### src/inc/sls_pkg.sv
`default_nettype none
package sls_pkg;
    // Latencies in full-rate memory clock cycles
    localparam int CTL_AC_HALF_WR  = 12;
    localparam int CTL_AC_HALF_RD  = 8;
    localparam int CTL_AC_QTR_WR   = 14;
    localparam int CTL_AC_QTR_RD   = 10;
    localparam int PHY_AC_LAT      = 2;
    localparam int PHY_RD_RET      = 6;
    localparam int CTL_RD_RET_HALF = 8;
    localparam int CTL_RD_RET_QTR  = 14;
    localparam int MEM_RL_MIN      = 3;
    localparam int MEM_RL_MAX      = 23;
    // Core runs at half rate: two full-rate cycles per core clock
    localparam int FR_PER_CORE     = 2;
    localparam int LAT_W           = 6;
    localparam int CNT_W           = 5;

    // Field widths
    localparam int COL_W  = 10;
    localparam int BANK_W = 2;
    localparam int ROW_W  = 14;
    localparam int CS_W   = 1;
    localparam int ADDR_W = COL_W + BANK_W + ROW_W + CS_W;
    localparam int NBANK  = 1 << BANK_W;

    typedef enum logic [1:0] {
        SLS_MAP_CBRC = 2'h0,
        SLS_MAP_CRBC = 2'h1,
        SLS_MAP_RCBC = 2'h2
    } sls_map_t;

    typedef enum logic [2:0] {
        SLS_CMD_NOP = 3'h0,
        SLS_CMD_ACT = 3'h1,
        SLS_CMD_RD  = 3'h2,
        SLS_CMD_WR  = 3'h3,
        SLS_CMD_PRE = 3'h4
    } sls_cmd_t;

    typedef struct packed {
        logic [CS_W-1:0]   cs;
        logic [ROW_W-1:0]  row;
        logic [BANK_W-1:0] bank;
        logic [COL_W-1:0]  col;
    } sls_maddr_t;

    typedef struct packed {
        logic              vld;
        sls_cmd_t          cmd;
        sls_maddr_t        addr;
    } sls_mcmd_t;
endpackage
`default_nettype wire

### src/core/sls_sched.sv
`timescale 1ns/1ps
`default_nettype none
module sls_sched
    import sls_pkg::*;
#(
    parameter int TRCD = 3,
    parameter int TRP  = 3
) (
    input  wire logic                   clk,
    input  wire logic                   nrst,
    input  wire logic                   ce,
    // Static configuration
    input  wire sls_map_t               cfg_map,
    input  wire logic [LAT_W-1:0]       cfg_al,
    input  wire logic [LAT_W-1:0]       cfg_cl,
    input  wire logic                   cfg_quarter,
    input  wire logic                   cfg_lock,
    // User request
    input  wire logic                   req_vld,
    input  wire logic                   req_wr,
    input  wire logic [ADDR_W-1:0]      req_addr,
    output logic                        req_rdy,
    // Memory command side
    output sls_mcmd_t                   mem_cmd,
    output logic                        wr_data_en,
    input  wire logic                   rd_data_vld_phy,
    output logic                        rd_data_vld,
    output logic [LAT_W-1:0]            rd_lat_tot,
    output logic [LAT_W-1:0]            ac_lat_tot,
    output logic                        cfg_err
);
    // ------------------------------------------------------------
    // Address mapping
    // ------------------------------------------------------------
    function automatic sls_maddr_t map_addr(input sls_map_t m, input logic [ADDR_W-1:0] a);
        sls_maddr_t r;
        r = '0;
        r.col = a[COL_W-1:0];
        case (m)
            SLS_MAP_CRBC: begin
                r.bank = a[COL_W +: BANK_W];
                r.row  = a[COL_W+BANK_W +: ROW_W];
                r.cs   = a[COL_W+BANK_W+ROW_W +: CS_W];
            end
            SLS_MAP_RCBC: begin
                r.bank = a[COL_W +: BANK_W];
                r.cs   = a[COL_W+BANK_W +: CS_W];
                r.row  = a[COL_W+BANK_W+CS_W +: ROW_W];
            end
            default: begin
                r.row  = a[COL_W +: ROW_W];
                r.bank = a[COL_W+ROW_W +: BANK_W];
                r.cs   = a[COL_W+ROW_W+BANK_W +: CS_W];
            end
        endcase
        return r;
    endfunction

    // ------------------------------------------------------------
    // Static configuration capture
    // ------------------------------------------------------------
    // Settings are sampled while unlocked and frozen once traffic may run
    sls_map_t         map_r, map_nxt;
    logic [LAT_W-1:0] al_r, al_nxt, cl_r, cl_nxt;
    logic             qtr_r, qtr_nxt;
    logic             err_r, err_nxt;

    always_comb begin
        map_nxt = map_r;
        al_nxt  = al_r;
        cl_nxt  = cl_r;
        qtr_nxt = qtr_r;
        err_nxt = err_r;
        if (!cfg_lock) begin
            map_nxt = cfg_map;
            al_nxt  = cfg_al;
            cl_nxt  = cfg_cl;
            qtr_nxt = cfg_quarter;
            // One spare bit keeps a large AL plus CL from wrapping into range
            err_nxt = (({1'b0, cfg_al} + {1'b0, cfg_cl}) < (LAT_W+1)'(MEM_RL_MIN))
                   || (({1'b0, cfg_al} + {1'b0, cfg_cl}) > (LAT_W+1)'(MEM_RL_MAX));
        end
    end

    always_ff @(posedge clk) begin
        if (!nrst) begin
            map_r <= SLS_MAP_CBRC;
            al_r  <= '0;
            cl_r  <= LAT_W'(MEM_RL_MIN);
            qtr_r <= 1'b0;
            err_r <= 1'b0;
        end else if (ce) begin
            map_r <= map_nxt;
            al_r  <= al_nxt;
            cl_r  <= cl_nxt;
            qtr_r <= qtr_nxt;
            err_r <= err_nxt;
        end
    end

    // ------------------------------------------------------------
    // Bank tracking and command issue
    // ------------------------------------------------------------
    typedef enum logic [1:0] {
        SLS_ST_IDLE = 2'b00,
        SLS_ST_PRE  = 2'b01,
        SLS_ST_ACT  = 2'b10,
        SLS_ST_COL  = 2'b11
    } sls_st_t;

    sls_st_t                 st_r, st_nxt;
    sls_maddr_t              cur_r, cur_nxt;
    logic                    wr_r, wr_nxt;
    logic [NBANK-1:0]        open_r, open_nxt;
    logic [ROW_W-1:0]        orow_r [NBANK];
    logic [ROW_W-1:0]        orow_nxt [NBANK];
    logic [CNT_W-1:0]        wait_r [NBANK];
    logic [CNT_W-1:0]        wait_nxt [NBANK];
    sls_mcmd_t               cmd_r, cmd_nxt;
    logic                    rdy_r, rdy_nxt;
    logic                    wpulse, rpulse;
    sls_maddr_t              in_map;
    logic                    col_ok;
    logic [LAT_W-1:0]        al_core;

    assign in_map = map_addr(map_r, req_addr);
    // AL counts full-rate cycles, bank timers core cycles; rounding down stays safe
    assign al_core = al_r / LAT_W'(FR_PER_CORE);
    // Column may go before tRCD only when AL covers the remainder
    assign col_ok = (wait_r[cur_r.bank] == '0)
                 || (al_core <= LAT_W'(TRCD) && {1'b0, wait_r[cur_r.bank]} <= al_core);

    always_comb begin
        st_nxt   = st_r;
        cur_nxt  = cur_r;
        wr_nxt   = wr_r;
        open_nxt = open_r;
        cmd_nxt  = '0;
        rdy_nxt  = 1'b0;
        wpulse   = 1'b0;
        rpulse   = 1'b0;
        for (int b = 0; b < NBANK; b++) begin
            orow_nxt[b] = orow_r[b];
            // Each bank times out independently so others keep working
            wait_nxt[b] = (wait_r[b] != '0) ? wait_r[b] - CNT_W'(1) : '0;
        end
        case (st_r)
            SLS_ST_IDLE: begin
                // Follows the next error value so ready never overlaps a fresh error
                rdy_nxt = !err_nxt;
                if (rdy_r && req_vld) begin
                    cur_nxt = in_map;
                    wr_nxt  = req_wr;
                    rdy_nxt = 1'b0;
                    if (open_r[in_map.bank] && orow_r[in_map.bank] == in_map.row) begin
                        st_nxt = SLS_ST_COL;
                    end else if (open_r[in_map.bank]) begin
                        st_nxt = SLS_ST_PRE;
                    end else begin
                        st_nxt = SLS_ST_ACT;
                    end
                end
            end
            SLS_ST_PRE: begin
                if (wait_r[cur_r.bank] == '0) begin
                    cmd_nxt = '{1'b1, SLS_CMD_PRE, cur_r};
                    open_nxt[cur_r.bank] = 1'b0;
                    wait_nxt[cur_r.bank] = CNT_W'(TRP);
                    st_nxt = SLS_ST_ACT;
                end
            end
            SLS_ST_ACT: begin
                if (wait_r[cur_r.bank] == '0) begin
                    cmd_nxt = '{1'b1, SLS_CMD_ACT, cur_r};
                    open_nxt[cur_r.bank] = 1'b1;
                    orow_nxt[cur_r.bank] = cur_r.row;
                    wait_nxt[cur_r.bank] = CNT_W'(TRCD);
                    st_nxt = SLS_ST_COL;
                end
            end
            SLS_ST_COL: begin
                if (col_ok) begin
                    cmd_nxt = '{1'b1, wr_r ? SLS_CMD_WR : SLS_CMD_RD, cur_r};
                    wpulse  = wr_r;
                    rpulse  = !wr_r;
                    wait_nxt[cur_r.bank] = '0;
                    // Ready again at once so the next bank goes next cycle
                    rdy_nxt = !err_nxt;
                    st_nxt  = SLS_ST_IDLE;
                end
            end
            default: begin
                st_nxt = SLS_ST_IDLE;
            end
        endcase
    end

    always_ff @(posedge clk) begin
        if (!nrst) begin
            st_r   <= SLS_ST_IDLE;
            cur_r  <= '0;
            wr_r   <= 1'b0;
            open_r <= '0;
            cmd_r  <= '0;
            rdy_r  <= 1'b0;
            for (int b = 0; b < NBANK; b++) begin
                orow_r[b] <= '0;
                wait_r[b] <= '0;
            end
        end else if (ce) begin
            st_r   <= st_nxt;
            cur_r  <= cur_nxt;
            wr_r   <= wr_nxt;
            open_r <= open_nxt;
            cmd_r  <= cmd_nxt;
            rdy_r  <= rdy_nxt;
            for (int b = 0; b < NBANK; b++) begin
                orow_r[b] <= orow_nxt[b];
                wait_r[b] <= wait_nxt[b];
            end
        end
    end

    // ------------------------------------------------------------
    // Latency figures and data timing
    // ------------------------------------------------------------
    // Counted in full-rate cycles; core delays are half of these
    logic [LAT_W-1:0] acl_r, acl_nxt, rtl_r, rtl_nxt;
    logic [CNT_W-1:0] wl_dly, rl_dly;
    logic             wde, rdv;
    logic             wde_r, rdv_r;

    always_comb begin
        if (qtr_r) begin
            acl_nxt = LAT_W'((wr_r ? CTL_AC_QTR_WR : CTL_AC_QTR_RD) + PHY_AC_LAT);
        end else begin
            acl_nxt = LAT_W'((wr_r ? CTL_AC_HALF_WR : CTL_AC_HALF_RD) + PHY_AC_LAT);
        end
        rtl_nxt = LAT_W'(PHY_RD_RET + (qtr_r ? CTL_RD_RET_QTR : CTL_RD_RET_HALF));
    end

    // Write latency AL+CL-1 full-rate cycles read latency AL+CL
    assign wl_dly = CNT_W'((al_r + cl_r - LAT_W'(1)) / LAT_W'(FR_PER_CORE));
    assign rl_dly = CNT_W'((al_r + cl_r) / LAT_W'(FR_PER_CORE));

    sls_delay #(.DEPTH(32)) u_wdly (
        .clk  (clk),
        .nrst (nrst),
        .ce   (ce),
        .din  (wpulse),
        .dly  (wl_dly),
        .dout (wde)
    );

    // Read window opened at AL+CL qualifies what the PHY hands back
    sls_delay #(.DEPTH(32)) u_rdly (
        .clk  (clk),
        .nrst (nrst),
        .ce   (ce),
        .din  (rpulse),
        .dly  (rl_dly),
        .dout (rdv)
    );

    always_ff @(posedge clk) begin
        if (!nrst) begin
            acl_r <= '0;
            rtl_r <= '0;
            wde_r <= 1'b0;
            rdv_r <= 1'b0;
        end else if (ce) begin
            acl_r <= acl_nxt;
            rtl_r <= rtl_nxt;
            wde_r <= wde;
            rdv_r <= rdv && rd_data_vld_phy;
        end
    end

    assign req_rdy     = rdy_r;
    assign mem_cmd     = cmd_r;
    assign wr_data_en  = wde_r;
    assign rd_data_vld = rdv_r;
    assign ac_lat_tot  = acl_r;
    assign rd_lat_tot  = rtl_r;
    assign cfg_err     = err_r;
endmodule
`default_nettype wire

### src/core/sls_delay.sv
`timescale 1ns/1ps
`default_nettype none
// Programmable delay line in core cycles; one tap per core cycle.
module sls_delay
    import sls_pkg::*;
#(
    parameter int DEPTH = 32
) (
    input  wire logic                   clk,
    input  wire logic                   nrst,
    input  wire logic                   ce,
    input  wire logic                   din,
    input  wire logic [CNT_W-1:0]       dly,
    output logic                        dout
);
    logic [DEPTH-1:0] sr_r;
    logic [DEPTH-1:0] sr_nxt;

    always_comb begin
        sr_nxt = {sr_r[DEPTH-2:0], din};
    end

    always_ff @(posedge clk) begin
        if (!nrst) begin
            sr_r <= '0;
        end else if (ce) begin
            sr_r <= sr_nxt;
        end
    end

    // Delay of 0 is not meaningful for a registered stage; it takes the first tap, sr_r[0]
    always_comb begin
        dout = (dly == '0) ? sr_r[0] : sr_r[dly];
    end
endmodule
`default_nettype wire

### config.mk
export PLATFORM = sky130hd
export DESIGN_NAME = sls_sched
export DESIGN_NICKNAME = d
export VERILOG_FILES = /design/src/inc/sls_pkg.sv /design/src/core/sls_sched.sv /design/src/core/sls_delay.sv
export SDC_FILE = /design/constraint.sdc
export NUM_CORES = 1
export LEC_CHECK = 0
export BUFFER_PORTS_ARGS = -buffer_cell sky130_fd_sc_hd__buf_2
export CORE_MARGIN = 3
export CORE_UTILIZATION = 35
export DETAILED_ROUTE_END_ITERATION = 16
export MAX_ROUTING_LAYER = met4
export PLACE_DENSITY_LB_ADDON = 0.25
export SLEW_MARGIN = 20
export SYNTH_ARGS = -nofsm -noshare
export SYNTH_HDL_FRONTEND = slang
export SYNTH_SLANG_ARGS = --single-unit
export TNS_END_PERCENT = 100
### constraint.sdc
create_clock -name clk -period 4.9 [get_ports clk]
set_input_delay 0 -clock clk [delete_from_list [all_inputs] [get_ports clk]]
set_output_delay 0 -clock clk [all_outputs]
set_load 0.005 [all_outputs]
==> key figures <==
Finish
  • Final Non-Filler Cells: 1769
  • Synth-to-Final Area Change: 18.4%
  • Fin util: 0.424
  • Nets: 1393
  • Layout cells sized above 1: 0.143

Clock tree
  • Post-CTS Setup Bufs: 0
  • CTS max path bufs: 3
  • Skew-Pair Late Insertion Delay: 0.54 ns
  • Htree depth: 1
  • CTS tree: built
  • Clk sinks: 232
  • Cts hold-fix bufs: 49
  • Total CTS buffers: 27
  • Post_cts resized: 0
  • Reg clk slew, reported paths: 0.06 ns
  • CTS Root Cell: clkbuf_16

Floorplan
  • Die X: 186 um
  • IO Count: 96
  • Core area: 0.0318 sq mm
  • Die ar.: 0.0347 sq mm
  • Initial Util: 0.358
  • Num rows: 65
  • Chip Height: 186 um

Placed design
  • DP Wirelength: 19700 um
  • GPL Wtd Cong: 0.836
  • Number of port buffers: 91
  • Cells after DPL: 1670

Setup path
  • Crit path to: st_r[1]
  • Kind of critical path: reg -> reg
  • Worst R2R End: st_r[1]
  • CP required: 5.37 ns
  • R2r worst-path depth: 10
  • Crit path DAT: 4.00 ns
  • Crit. End Element: flip-flop
  • Worst reg2reg path startpoint: map_r[0]
  • Internal reg-to-reg setup slack: 1.37 ns
  • CP startpoint: map_r[0]
  • Crit path max fanout: 35
  • Startpoint types: flip-flop

Drt
  • First drt pass iteration count: 5
  • Vias per cell: 5.15
  • Post-DRT Antenna Nets: 0
  • Wire length per cell: 17.1 um
  • DR vias: 9117
  • DR iter-0 viols: 550
  • Final WL: 30200 um
  • # DRC: 0

Global routing
  • First-pass GRT wire length: 48300 um
  • GRT Util Overall: 0.173
  • Largest net degree at the start of global routing: 89
  • Vias in the first global route: 8631
  • Remaining Overflow, GRT: 0
  • Initial antenna violation count: 1

Job
  • Max-cap viol count: 0

Timing
  • Setup Viol. Count Final: 0
  • Tmin final: 3.53 ns
  • RSZ-0062 raised after global routing: no
  • F_max: 283 MHz
  • Tightest Pin Transition: 1.11 ns
  • Max-slew headroom: 0.257
  • Final hold violations: 0
  • Max-slew violations: 0
  • Setup TNS: 0 ns
  • Final period util: 0.721
  • Post-Route Skew: 0.0157 ns

Logic synthesis
  • Most common cell in the netlist: nand2_1
  • Ys async rst share: 0
  • Mapped Area: 0.0114 sq mm
  • Distinct cells, synth: 65
  • Top cell type by total area after synthesis: dfxtp_1
  • FF+latch count, synth: 232
  • Cells after synthesis: 1211
  • Mean post-synth cell area: 9.40 sq um
  • Top FF cell, synth: dfxtp_1
  • Commonest cells post-synth: nand2_1 (234), dfxtp_1 (156), a21oi_1 (133)
  • Warnings, synthesis: 0
  • Synth top area share: 0.274
  • Sequential share of the synthesized area: 0.475
  • Count of flip-flops with a built-in enable after synthesis: 76
  • Top cells by area, synth: dfxtp_1 (27%), edfxtp_1 (20%), nand2_1 (7.7%)

Min path
  • Hold Path Class: in -> reg

Pwr
  • PwrDens: 369 mW/mm^2
  • VDD IR max: 0.241 mV
  • Leak Pwr: 5.30 nW
  • Power, Total: 4.98 mW

Run status
  • Status: complete, no violations
where the power goes:
part	switching, mW	internal (mW)
registers	0.0832	2.09
clock network	0.799	1.13
logic	0.522	0.352
how the worst min path moves through the flow:
stage / end / start / slack, ns / cells past startpoint
after floorplan: cl_r[1] / cfg_cl[1] / 0.12 / 2
after global placement: rd_data_vld / rd_data_vld_phy / 0.24 / 2
after detailed placement: cur_r[8] / req_addr[8] / 0.25 / 3
after CTS: cur_r[14] / req_addr[12] / 0.03 / 5
after global routing: cur_r[14] / req_addr[12] / 0.07 / 5
final: cur_r[14] / req_addr[12] / 0.04 / 5
cell usage in the layout, fill, tap and decap left out, drive strengths merged, types with 3 or more instances in the layout:
cell type	synthesis	routed
nand2	234	234
dfxtp	156	156
a21oi	135	135
nor2	121	121
buf	25	106
mux2i	77	77
edfxtp	76	76
dlygate4sd3	0	49
clkbuf	59	42
o21ai	41	41
ha	29	29
a22o	27	27
inv	25	27
mux4	23	23
a22oi	20	20
xnor2	19	19
and2	16	16
nor3	15	15
a221oi	12	12
nand3	8	8
nor2b	7	7
a21o	7	7
xor2	7	7
nand2b	7	7
clkinv	1	6
or3	6	6
nand4	6	6
o21a	5	5
or2	5	5
a211oi	4	4
conb	1	4
mux2	3	3
and4	3	3
metal layers:
layer	wire, um	global-route usage
met3	1460	0.0220
met4	667	0.0410
met1	14100	0.241
met5	0	-
met2	13900	0.272
through the flow:
step | hold WS, ns | instance area, sq um | setup slack, ns
after floorplan | 0.124 | 11400 | 1.44
after global placement | 0.241 | 12100 | 1.46
after detailed placement | 0.249 | 12100 | 1.33
after CTS | 0.0290 | 13500 | 1.34
after global routing | 0.0657 | 13500 | 0.921
final | 0.0417 | 13500 | 1.37
sequential cells by signal, indices dropped and copies added (netlist names), named ones only:
register	count
st_r	2
rd_lat_tot	3
req_rdy	1
rd_data_vld	1
ac_lat_tot	3
wr_r	1
wr_data_en	1
u_rdly.sr_r	32
cl_r	6
al_r	6
cfg_err	1
qtr_r	1
cur_r	27
u_wdly.sr_r	32
map_r	2
mem_cmd	31
wait_r	20
orow_r	56
kinds of logic (layout without fill, tap and decap cells):
family                   Yosys count  after routing  share of synthesized area
AO/OA/AOI/OAI                    270            270                      0.147
XOR/XNOR                          26             26                     0.0200
adder cells (fa/ha/maj)           31             31                     0.0354
buffers and inverters            111            230                     0.0427
flip-flops                       232            232                      0.475
multiplexers                     103            103                      0.117
other                              1              5                   0.000329
AND/OR/NAND/NOR                  437            437                      0.163
cell type report:
type | instances | area, sq um
fillers | 3105 | 18300
multi-input cells | 871 | 5520
flip-flops and latches | 232 | 5410
repair buffers | 155 | 1060
clock buffers | 42 | 803
well taps | 435 | 544
inverters | 26 | 98.8
clock inverters | 7 | 51.3
diodes | 1 | 2.50
critical path, cell delays in order, from the launching register on:
cell and delay, ns:
dfxtp_1 0.36, inv_1 0.05, ha_1 0.83, nand2_1 0.49, o21ai_2 0.55, a221oi_1 0.26, o21ai_0 0.22, nand4b_1 0.11
nor4_1 0.28, o2111ai_1 0.14, a31oi_1 0.17
No activity file was read; power rests on OpenSTA's default activity.
